**src/rtl/flash_bus_pkg.sv**
```systemverilog
// Purpose: Shared types and constants for the DDR flash bus port
// Assumes: 20 MHz system clock oversamples a bus clock of 400 ns or slower
// Notes: Bus pins are synchronised inside the port; no software registers
package flash_bus_pkg;

  localparam int SYS_CLK_NS = 50;
  localparam int BUS_CLK_NS = 400;

  // Transfer geometry
  localparam logic [5:0] PAGE_WORDS = 6'd16;
  localparam logic [5:0] SUBPAGE_WORDS = 6'd8;
  localparam logic [2:0] CA_LAST_IDX = 3'd5;
  localparam int CA_RW_BIT = 47;
  localparam int CA_BURST_BIT = 45;
  localparam int CA_ROW_MSB = 44;
  localparam int CA_ROW_LSB = 16;
  localparam int CA_COL_MSB = 2;

  // Latency code to clock count; codes above LAT_CODE_MAX are reserved
  localparam logic [3:0] LAT_CODE_MAX = 4'hb;
  localparam logic [4:0] LAT_BASE = 5'd5;
  localparam logic [4:0] LAT_RESERVED = 5'd16;
  localparam logic [4:0] LAT_CA_OVERLAP = 5'd2;

  localparam int FIFO_DEPTH = 8;

  typedef enum logic [2:0] {
    S_IDLE = 3'b000,
    S_CA = 3'b001,
    S_WAIT = 3'b010,
    S_RDATA = 3'b011,
    S_WDATA = 3'b100
  } bus_state_e;

  typedef struct packed {
    logic [31:0] addr;
    logic [15:0] data;
  } wr_word_s;

  typedef struct packed {
    logic bclk_m;
    logic bclk_s;
    logic bclk_d;
    logic cs_m;
    logic cs_s;
    logic cs_d;
    logic [7:0] dq_m;
    logic [7:0] dq_s;
    bus_state_e state;
    logic [2:0] ca_cnt;
    logic [47:0] ca;
    logic is_read;
    logic linear;
    logic [31:0] addr;
    logic [4:0] wait_cnt;
    logic [4:0] extra;
    logic crossed;
    logic [7:0] hi_byte;
    logic [7:0] lo_hold;
    logic pend_valid;
    wr_word_s pend;
    logic overrun;
    logic [7:0] dq_out;
    logic dq_oe;
    logic strobe;
    logic strobe_oe;
  } port_state_s;

  localparam port_state_s PORT_RESET = '{
    bclk_m: 1'b0, bclk_s: 1'b0, bclk_d: 1'b0,
    cs_m: 1'b1, cs_s: 1'b1, cs_d: 1'b1,
    dq_m: 8'h00, dq_s: 8'h00, state: S_IDLE, ca_cnt: 3'h0, ca: 48'h0,
    is_read: 1'b0, linear: 1'b0, addr: 32'h0, wait_cnt: 5'h00, extra: 5'h00,
    crossed: 1'b0, hi_byte: 8'h00, lo_hold: 8'h00, pend_valid: 1'b0,
    pend: '0, overrun: 1'b0, dq_out: 8'h00, dq_oe: 1'b0, strobe: 1'b0,
    strobe_oe: 1'b0
  };

endpackage

```
**src/rtl/ddr_flash_port.sv**
```systemverilog
// Purpose: Device side of a DDR NOR flash bus: command/address, reads, writes
// Assumes: clk_sys is at least 8x the bus clock; latency code comes from the latency_count input
// Notes: Bus edges are found by oversampling, so strobe and data lag the bus clock
`timescale 1ns/10ps
module ddr_flash_port
  import flash_bus_pkg::*;
(
  input wire logic clk_sys,
  input wire logic rst,
  input wire logic clk_en,
  input wire logic cs_n,
  input wire logic bus_clk,
  input wire logic [7:0] dq_in,
  output logic [7:0] dq_out,
  output logic dq_oe,
  output logic read_strobe,
  output logic read_strobe_oe,
  input wire logic [3:0] latency_count,
  output logic [31:0] rd_addr,
  input wire logic [15:0] rd_data,
  output logic wr_valid,
  input wire logic wr_ready,
  output wr_word_s wr_word,
  output logic write_overrun
);

  port_state_s st;
  port_state_s next_st;
  logic bus_rise;
  logic bus_fall;
  logic cs_fall;
  logic fifo_in_ready;
  logic [47:0] ca_full;
  logic [4:0] lat_clocks;
  logic [5:0] page_off;
  logic [4:0] extra_calc;
  logic [31:0] addr_next;

  // Only the true bus clock is sampled; the complementary clocks add nothing here
  assign bus_rise = st.bclk_s && !st.bclk_d;
  assign bus_fall = !st.bclk_s && st.bclk_d;
  assign cs_fall = st.cs_d && !st.cs_s;
  assign ca_full = {st.ca[39:0], st.dq_s};

  // Reserved codes fall back to the longest latency
  assign lat_clocks = (latency_count > LAT_CODE_MAX) ? LAT_RESERVED
                      : 5'(latency_count) + LAT_BASE;
  assign page_off = {3'b000, ca_full[CA_COL_MSB:0]} & (SUBPAGE_WORDS - 6'd1);
  assign extra_calc = ((PAGE_WORDS - 6'(lat_clocks)) < page_off)
                      ? 5'(page_off - PAGE_WORDS + 6'(lat_clocks)) : 5'h00;

  // Wrapped reads stay inside the current page
  assign addr_next = st.linear ? st.addr + 32'h1
                     : {st.addr[31:4], st.addr[3:0] + 4'h1};

  always_comb begin
    next_st = st;
    next_st.bclk_m = bus_clk;
    next_st.bclk_s = st.bclk_m;
    next_st.bclk_d = st.bclk_s;
    next_st.cs_m = cs_n;
    next_st.cs_s = st.cs_m;
    next_st.cs_d = st.cs_s;
    next_st.dq_m = dq_in;
    next_st.dq_s = st.dq_m;
    if (st.pend_valid && fifo_in_ready) begin
      next_st.pend_valid = 1'b0;
    end
    case (st.state)
      S_IDLE: begin
        if (cs_fall) begin
          next_st.state = S_CA;
          next_st.ca_cnt = 3'h0;
          next_st.crossed = 1'b0;
          next_st.strobe_oe = 1'b1;
          next_st.strobe = 1'b0;
        end
      end
      S_CA: begin
        if (bus_rise || bus_fall) begin
          next_st.ca = ca_full;
          next_st.ca_cnt = st.ca_cnt + 3'h1;
          if (st.ca_cnt == CA_LAST_IDX) begin
            next_st.is_read = ca_full[CA_RW_BIT];
            next_st.linear = ca_full[CA_BURST_BIT] && ca_full[CA_RW_BIT];
            next_st.addr = {ca_full[CA_ROW_MSB:CA_ROW_LSB], ca_full[CA_COL_MSB:0]};
            next_st.extra = extra_calc;
            next_st.wait_cnt = lat_clocks - LAT_CA_OVERLAP;
            next_st.state = ca_full[CA_RW_BIT] ? S_WAIT : S_WDATA;
          end
        end
      end
      S_WAIT: begin
        if (bus_rise) begin
          if (st.wait_cnt == 5'h00) begin
            next_st.state = S_RDATA;
            next_st.dq_out = rd_data[15:8];
            next_st.lo_hold = rd_data[7:0];
            next_st.dq_oe = 1'b1;
            next_st.strobe = 1'b1;
          end else begin
            next_st.wait_cnt = st.wait_cnt - 5'h01;
          end
        end
      end
      S_RDATA: begin
        if (bus_rise) begin
          next_st.dq_out = rd_data[15:8];
          next_st.lo_hold = rd_data[7:0];
          next_st.strobe = 1'b1;
        end else if (bus_fall) begin
          next_st.dq_out = st.lo_hold;
          next_st.strobe = 1'b0;
          next_st.addr = addr_next;
          // Strobe stays low through the boundary wait so no stale word is clocked in
          if (st.linear && !st.crossed && addr_next[3:0] == 4'h0) begin
            next_st.crossed = 1'b1;
            if (st.extra != 5'h00) begin
              next_st.state = S_WAIT;
              next_st.wait_cnt = st.extra;
            end
          end
        end
      end
      S_WDATA: begin
        if (bus_rise) begin
          next_st.hi_byte = st.dq_s;
        end else if (bus_fall) begin
          if (st.pend_valid && !fifo_in_ready) begin
            next_st.overrun = 1'b1;
          end else begin
            next_st.pend = '{addr: st.addr, data: {st.hi_byte, st.dq_s}};
            next_st.pend_valid = 1'b1;
          end
          next_st.addr = st.addr + 32'h1;
        end
      end
      default: begin
        next_st.state = S_IDLE;
      end
    endcase
    // A partial word is dropped when chip select rises mid-transfer
    if (st.cs_s) begin
      next_st.state = S_IDLE;
      next_st.dq_oe = 1'b0;
      next_st.strobe = 1'b0;
      next_st.strobe_oe = 1'b0;
    end
  end

  always_ff @(posedge clk_sys or posedge rst) begin
    if (rst) begin
      st <= PORT_RESET;
    end else if (clk_en) begin
      st <= next_st;
    end
  end

  word_fifo #(
    .WIDTH($bits(wr_word_s)),
    .DEPTH(FIFO_DEPTH)
  ) u_wr_fifo (
    .clk_sys(clk_sys),
    .rst(rst),
    .clk_en(clk_en),
    .in_valid(st.pend_valid),
    .in_ready(fifo_in_ready),
    .in_data(st.pend),
    .out_valid(wr_valid),
    .out_ready(wr_ready),
    .out_data(wr_word)
  );

  assign dq_out = st.dq_out;
  assign dq_oe = st.dq_oe;
  assign read_strobe = st.strobe;
  assign read_strobe_oe = st.strobe_oe;
  assign rd_addr = st.addr;
  assign write_overrun = st.overrun;

  // Latency rebuilt from the raw code so the checks do not lean on lat_clocks
  function automatic int lat_ref(logic [3:0] code);
    return (code > LAT_CODE_MAX) ? int'(LAT_RESERVED) : int'(code) + int'(LAT_BASE);
  endfunction

  function automatic int extra_ref(int off, int lat);
    return ((int'(PAGE_WORDS) - lat) < off) ? off - int'(PAGE_WORDS) + lat : 0;
  endfunction
endmodule

```
**src/rtl/word_fifo.sv**
```systemverilog
// Purpose: Synchronous valid/ready FIFO for completed write words
// Assumes: DEPTH is a power of two
// Notes: Full and empty are registered so the flags never glitch
`timescale 1ns/10ps
module word_fifo #(
  parameter int WIDTH = 48,
  parameter int DEPTH = 8
) (
  input wire logic clk_sys,
  input wire logic rst,
  input wire logic clk_en,
  input wire logic in_valid,
  output logic in_ready,
  input wire logic [WIDTH-1:0] in_data,
  output logic out_valid,
  input wire logic out_ready,
  output logic [WIDTH-1:0] out_data
);
  localparam int PW = $clog2(DEPTH);

  typedef struct packed {
    logic [DEPTH-1:0][WIDTH-1:0] mem;
    logic [PW-1:0] wr_ptr;
    logic [PW-1:0] rd_ptr;
    logic [PW:0] count;
    logic full;
    logic empty;
  } fifo_state_s;

  fifo_state_s st;
  fifo_state_s next_st;
  logic push;
  logic pop;

  assign push = in_valid && !st.full;
  assign pop = out_ready && !st.empty;
  assign in_ready = !st.full;
  assign out_valid = !st.empty;
  assign out_data = st.mem[st.rd_ptr];

  always_comb begin
    next_st = st;
    if (push) begin
      next_st.mem[st.wr_ptr] = in_data;
      next_st.wr_ptr = st.wr_ptr + 1'b1;
    end
    if (pop) begin
      next_st.rd_ptr = st.rd_ptr + 1'b1;
    end
    next_st.count = st.count + (PW + 1)'(push) - (PW + 1)'(pop);
    next_st.full = (next_st.count == (PW + 1)'(DEPTH));
    next_st.empty = (next_st.count == '0);
  end

  always_ff @(posedge clk_sys or posedge rst) begin
    if (rst) begin
      st <= '{mem: '0, wr_ptr: '0, rd_ptr: '0, count: '0, full: 1'b0, empty: 1'b1};
    end else if (clk_en) begin
      st <= next_st;
    end
  end
endmodule

```
**config.mk**
```make
export PLATFORM = sky130hd
export DESIGN_NAME = ddr_flash_port
export DESIGN_NICKNAME = d
export VERILOG_FILES = /design/src/rtl/flash_bus_pkg.sv /design/src/rtl/ddr_flash_port.sv /design/src/rtl/word_fifo.sv
export SDC_FILE = /design/constraint.sdc
export NUM_CORES = 1
export LEC_CHECK = 0
export ABC_CLOCK_PERIOD_IN_PS = 18600
export BUFFER_PORTS_ARGS = -buffer_cell sky130_fd_sc_hd__buf_2
export CAP_MARGIN = 10
export CORE_MARGIN = 3
export CORE_UTILIZATION = 32
export DETAILED_ROUTE_END_ITERATION = 16
export PLACE_DENSITY = 0.55
export SKIP_CTS_REPAIR_TIMING = 1
export SLEW_MARGIN = 20
export SYNTH_ARGS = -nofsm -noshare
export SYNTH_HDL_FRONTEND = slang
export SYNTH_SLANG_ARGS = --single-unit
```
**constraint.sdc**
```tcl
create_clock -name clk_sys -period 18.6 [get_ports clk_sys]
set_input_delay 0.93 -clock clk_sys [delete_from_list [all_inputs] [get_ports clk_sys]]
set_output_delay 0.93 -clock clk_sys [all_outputs]
set_load 0.02 [all_outputs]
```
==> metrics.log <==
[metrics] outcome: finished, final reports clean
[metrics] count of input and output buffers: 126
[metrics] number of cell instances on the worst register-to-register path: 5
[metrics] Final Power: 3.36 mW
[metrics] Post-Synthesis Cells: 1889
[metrics] Clk pin slew, worst setup/hold paths: 0.06 ns
[metrics] Distinct cells, synth: 75
[metrics] cell taking the most area after synthesis: sky130_fd_sc_hd__dfrtp_1
[metrics] floorplan die width: 296 µm
[metrics] Max Root-Sink Buffers: 3
[metrics] fraction of synthesis flops using an asynchronous set or reset pin: 100%
[metrics] synthesis-to-finish area growth: 14.1%
[metrics] adder-cell area share of the yosys netlist: 1.22%
[metrics] post-layout util: 37.2%
[metrics] share of the synthesized area in compound gates (AO/OA/AOI/OAI): 4.70%
[metrics] final antenna-violating net count: 0
[metrics] number of placed instances, taps included: 2952
[metrics] path category of the worst min-delay check: in -> async
[metrics] number of pins with negative max-slew slack in the final report: 0
[metrics] number of hold violations in the final report: 0
[metrics] Seq/Total Area, Yosys: 54.2%
[metrics] Min Clock Period, post-route: 4.56 ns
[metrics] combinational fraction of design power: 13.7%
[metrics] DR DRC count: 0
[metrics] fraction of power consumed by sequential logic: 46.0%
[metrics] type of element launching the critical path: flop
[metrics] share of cell area taken by muxes after synthesis: 31.6%
[metrics] largest fanout of any net on the critical path: 51
[metrics] Area contributors post-synth: sky130_fd_sc_hd__dfrtp_1 54%, sky130_fd_sc_hd__mux2_2 23%, sky130_fd_sc_hd__mux4_2 8.0%, sky130_fd_sc_hd__buf_4 1.2%, sky130_fd_sc_hd__o21ai_0 1.2%
[metrics] core footprint: 82800 µm²
[metrics] number of DRC markers after the initial detailed-route iteration: 1135
[metrics] number of warnings issued by yosys: 0
[metrics] main combinational cell family by area after synthesis: multiplexers
[metrics] share of layout cells above drive strength 1: 46.9%
[metrics] XOR/XNOR share of the synthesized area: 0.520%
[metrics] total internal power: 2.41 mW
[metrics] clock root buffer: sky130_fd_sc_hd__clkbuf_16
[metrics] worst-case hold slack: 0.415 ns
[metrics] Critical Setup Path Class: reg -> out
[metrics] critical path launch point: u_wr_fifo.st[7]$_DFFE_PP0P_
[metrics] Ports: 127
[metrics] average instance area after synthesis: 14.3 µm²
[metrics] Inserted Clock Buffers: 68
[metrics] antenna fix cells: 0
[metrics] post-synthesis simple-gate area fraction: 4.37%
[metrics] nets in the synthesized netlist: 1948
[metrics] final-layout setup total negative slack: 0 ns
[metrics] depth of the CTS H-tree: 3
[metrics] Die Y: 296 µm
[metrics] Top FF cell, synth: sky130_fd_sc_hd__dfrtp_1
[metrics] setup repair after global routing missed its margin: no
[metrics] final setup fails: 0
[metrics] clock latency on the worst-skew pair: 0.61 ns
[metrics] clock tree from TritonCTS: done
[metrics] HPWL after detailed placement: 39900 µm
[metrics] P per Cell Area: 109 nW/µm²
[metrics] overflow left after global routing: 0
[metrics] maximum number of pins on one net before global-route repair: 178
[metrics] first-pass iteration count of the detailed router: 5
[metrics] worst supply voltage drop on vdd: 0.0620 mV
[metrics] global-route wire length before repair: 104000 µm
[metrics] fraction of power consumed by the clock network: 40.3%
[metrics] number of synthesized flops with an enable pin: 0
[metrics] average via count per standard cell: 5.21
[metrics] Initial Utilization: 32.6%
[metrics] area of the die: 87800 µm²
[metrics] FF+latch count, synth: 584
[metrics] Register-to-Register Setup Slack: 15.64 ns
[metrics] nets@finish: 2013
[metrics] Core Rows: 105
[metrics] sw power: 0.952 mW
[metrics] vias in the first global route: 17100
[metrics] transition time of the tightest slew-check pin: 1.05 ns
[metrics] Max Cap Viol: 0
[metrics] FF-to-FF End: st[50]$_DFFE_PP0P_
[metrics] Clock Skews: 0.0330 ns
[metrics] # clock sinks: 584
[metrics] overall via count from detail_route: 16000
[metrics] RR Startpoint: st[173]$_DFFE_PP0P_
[metrics] switching portion of total power: 28.3%
[metrics] count of placed standard cells in the final layout, fillers left out: 3076
[metrics] fraction of the cycle the final worst path needs: 24.5%
[metrics] leakage power figure: 14.6 nW
[metrics] portion of synthesized cell area occupied by the leading cell type: 53.8%
[metrics] average wire per standard cell: 21.4 µm
[metrics] data arrival time at the worst-slack endpoint: 3.63 ns
[metrics] initial antenna violation count: 1
[metrics] global routing usage summed across all routing layers: 15.3%
[metrics] detailed-route wire length: 65700 µm
[metrics] capturing instance or port of the critical path: wr_word[37]
[metrics] data required time of the critical path: 17.67 ns
[metrics] nature of the critical path endpoint: primary output
[metrics] routability-driven placement congestion ratio: 0.778
[metrics] netlist area before placement: 27000 µm²
[metrics] achievable frequency: 219 MHz
[metrics] normalized max-slew margin: 29.9%
## power groups by stage
stage / clock network (mW) / registers (mW) / logic (mW)
6_report: 1.36 / 1.55 / 0.459
5_1_grt: 1.45 / 1.57 / 0.509
4_1_cts: 1.40 / 1.55 / 0.467
3_5_place_dp: 0 / 1.57 / 0.467
3_3_place_gp: 0 / 1.57 / 0.454
2_1_floorplan: 0 / 1.44 / 0.433
## worst min path at each step
| stage | start | end | slack, ns | cells past startpoint |
|---|---|---|---|---|
| after CTS | rst | dq_out[1]$_DFFE_PP0P_ | 0.41 | 2 |
| final | rst | st[63]$_DFFE_PP0P_ | 0.41 | 2 |
| after global routing | rst | st[63]$_DFFE_PP0P_ | 0.45 | 2 |
| after detailed placement | write_overrun$_DFFE_PP0P_ | write_overrun$_DFFE_PP0P_ | 0.46 | 1 |
| after floorplan | ca_full[10]$_DFFE_PP0P_ | ca_full[10]$_DFFE_PP0P_ | 0.45 | 2 |
| after global placement | write_overrun$_DFFE_PP0P_ | write_overrun$_DFFE_PP0P_ | 0.46 | 1 |
## registers in the layout (all words and copies together), names as in the netlist
signal          cells
dq_out              8
rd_addr            32
next_st            12
read_strobe_oe      1
write_overrun       1
st                 85
read_strobe         1
dq_oe               1
ca_full            47
u_wr_fifo.st      396
## cell usage in the layout (no fill, tap or decap), types with 5 or more instances in the layout
cell,Yosys,final
sky130_fd_sc_hd__and3_1,6,6
sky130_fd_sc_hd__a21oi_1,49,48
sky130_fd_sc_hd__dfrtp_1,580,577
sky130_fd_sc_hd__o21ai_0,63,63
sky130_fd_sc_hd__nor2_1,40,39
sky130_fd_sc_hd__clkbuf_16,0,71
sky130_fd_sc_hd__clkinv_2,0,6
sky130_fd_sc_hd__inv_1,34,33
sky130_fd_sc_hd__buf_2,33,126
sky130_fd_sc_hd__o31a_1,5,5
sky130_fd_sc_hd__mux2i_1,11,11
sky130_fd_sc_hd__nand3b_1,6,6
sky130_fd_sc_hd__nor4_1,11,11
sky130_fd_sc_hd__nor3_2,2,5
sky130_fd_sc_hd__xor2_1,5,5
sky130_fd_sc_hd__a22oi_1,5,5
sky130_fd_sc_hd__mux2_2,555,555
sky130_fd_sc_hd__o2bb2ai_1,6,6
sky130_fd_sc_hd__o22ai_1,8,8
sky130_fd_sc_hd__clkbuf_8,0,19
sky130_fd_sc_hd__nand3_1,15,14
sky130_fd_sc_hd__nand2b_1,6,6
sky130_fd_sc_hd__ha_1,23,23
sky130_fd_sc_hd__nand4_1,9,9
sky130_fd_sc_hd__nand2_1,60,58
sky130_fd_sc_hd__nor3b_1,7,5
sky130_fd_sc_hd__a31oi_1,15,15
sky130_fd_sc_hd__nor2b_1,8,8
sky130_fd_sc_hd__xnor2_1,11,11
sky130_fd_sc_hd__mux4_2,96,96
sky130_fd_sc_hd__nor3_1,16,13
sky130_fd_sc_hd__a21o_1,5,5
sky130_fd_sc_hd__a22o_1,5,5
sky130_fd_sc_hd__clkbuf_1,52,17
sky130_fd_sc_hd__buf_4,43,16
## critical path, cell delays in order (launching register included)
cell	delay (ns)
sky130_fd_sc_hd__dfrtp_4	1.05
sky130_fd_sc_hd__buf_4	0.79
sky130_fd_sc_hd__mux4_2	0.59
sky130_fd_sc_hd__mux2_2	0.30
sky130_fd_sc_hd__buf_2	0.17
## per-layer routing
layer,wire length (µm),vias to the layer above,GRT usage [%]
li1,-,7081,-
met1,29700,8559,20.7
met2,31500,294,24.7
met3,3110,90,3.12
met4,1470,0,4.58
met5,0,-,0
## synth_stat cells, types with 6 or more instances
master                      count
sky130_fd_sc_hd__nor4_1        11
sky130_fd_sc_hd__mux4_2        96
sky130_fd_sc_hd__nand2_1       60
sky130_fd_sc_hd__nor2_1        40
sky130_fd_sc_hd__xnor2_1       11
sky130_fd_sc_hd__a31oi_1       15
sky130_fd_sc_hd__o22ai_1        8
sky130_fd_sc_hd__nand3b_1       6
sky130_fd_sc_hd__nand2b_1       6
sky130_fd_sc_hd__o2bb2ai_1      6
sky130_fd_sc_hd__mux2_2       555
sky130_fd_sc_hd__nor3_1        16
sky130_fd_sc_hd__dfrtp_1      580
sky130_fd_sc_hd__mux2i_1       11
sky130_fd_sc_hd__clkbuf_1      52
sky130_fd_sc_hd__nand4_1        9
sky130_fd_sc_hd__buf_1         24
sky130_fd_sc_hd__nor3b_1        7
sky130_fd_sc_hd__and3_1         6
sky130_fd_sc_hd__o21ai_0       63
sky130_fd_sc_hd__nand3_1       15
sky130_fd_sc_hd__nor2b_1        8
sky130_fd_sc_hd__a21oi_1       49
sky130_fd_sc_hd__buf_2         33
sky130_fd_sc_hd__inv_1         34
sky130_fd_sc_hd__buf_4         43
sky130_fd_sc_hd__ha_1          23
## cell type report
class / count / area (µm²)
fillers: 7774 / 52000
inverters: 34 / 135
clock inverters: 15 / 193
multi-input cells: 1119 / 11500
well taps: 1070 / 1340
repair buffers: 147 / 857
clock buffers: 107 / 2100
flip-flops and latches: 584 / 14600
## logic make-up after synthesis
group	after synthesis
multiplexers	662
flip-flops	584
AND/OR/NAND/NOR	214
AO/OA/AOI/OAI	202
buffers and inverters	186
adder cells (fa/ha/maj)	25
XOR/XNOR	16
## per-stage QoR
step | setup WS, ns | area [µm²]
floorplan | 1.34 | 27000
global placement | 14.59 | 28400
detailed placement | 14.52 | 28400
CTS | 13.89 | 30700
global route | 13.78 | 30700
finish | 14.04 | 30700
Note: power is estimated with default switching activity, not from simulation.
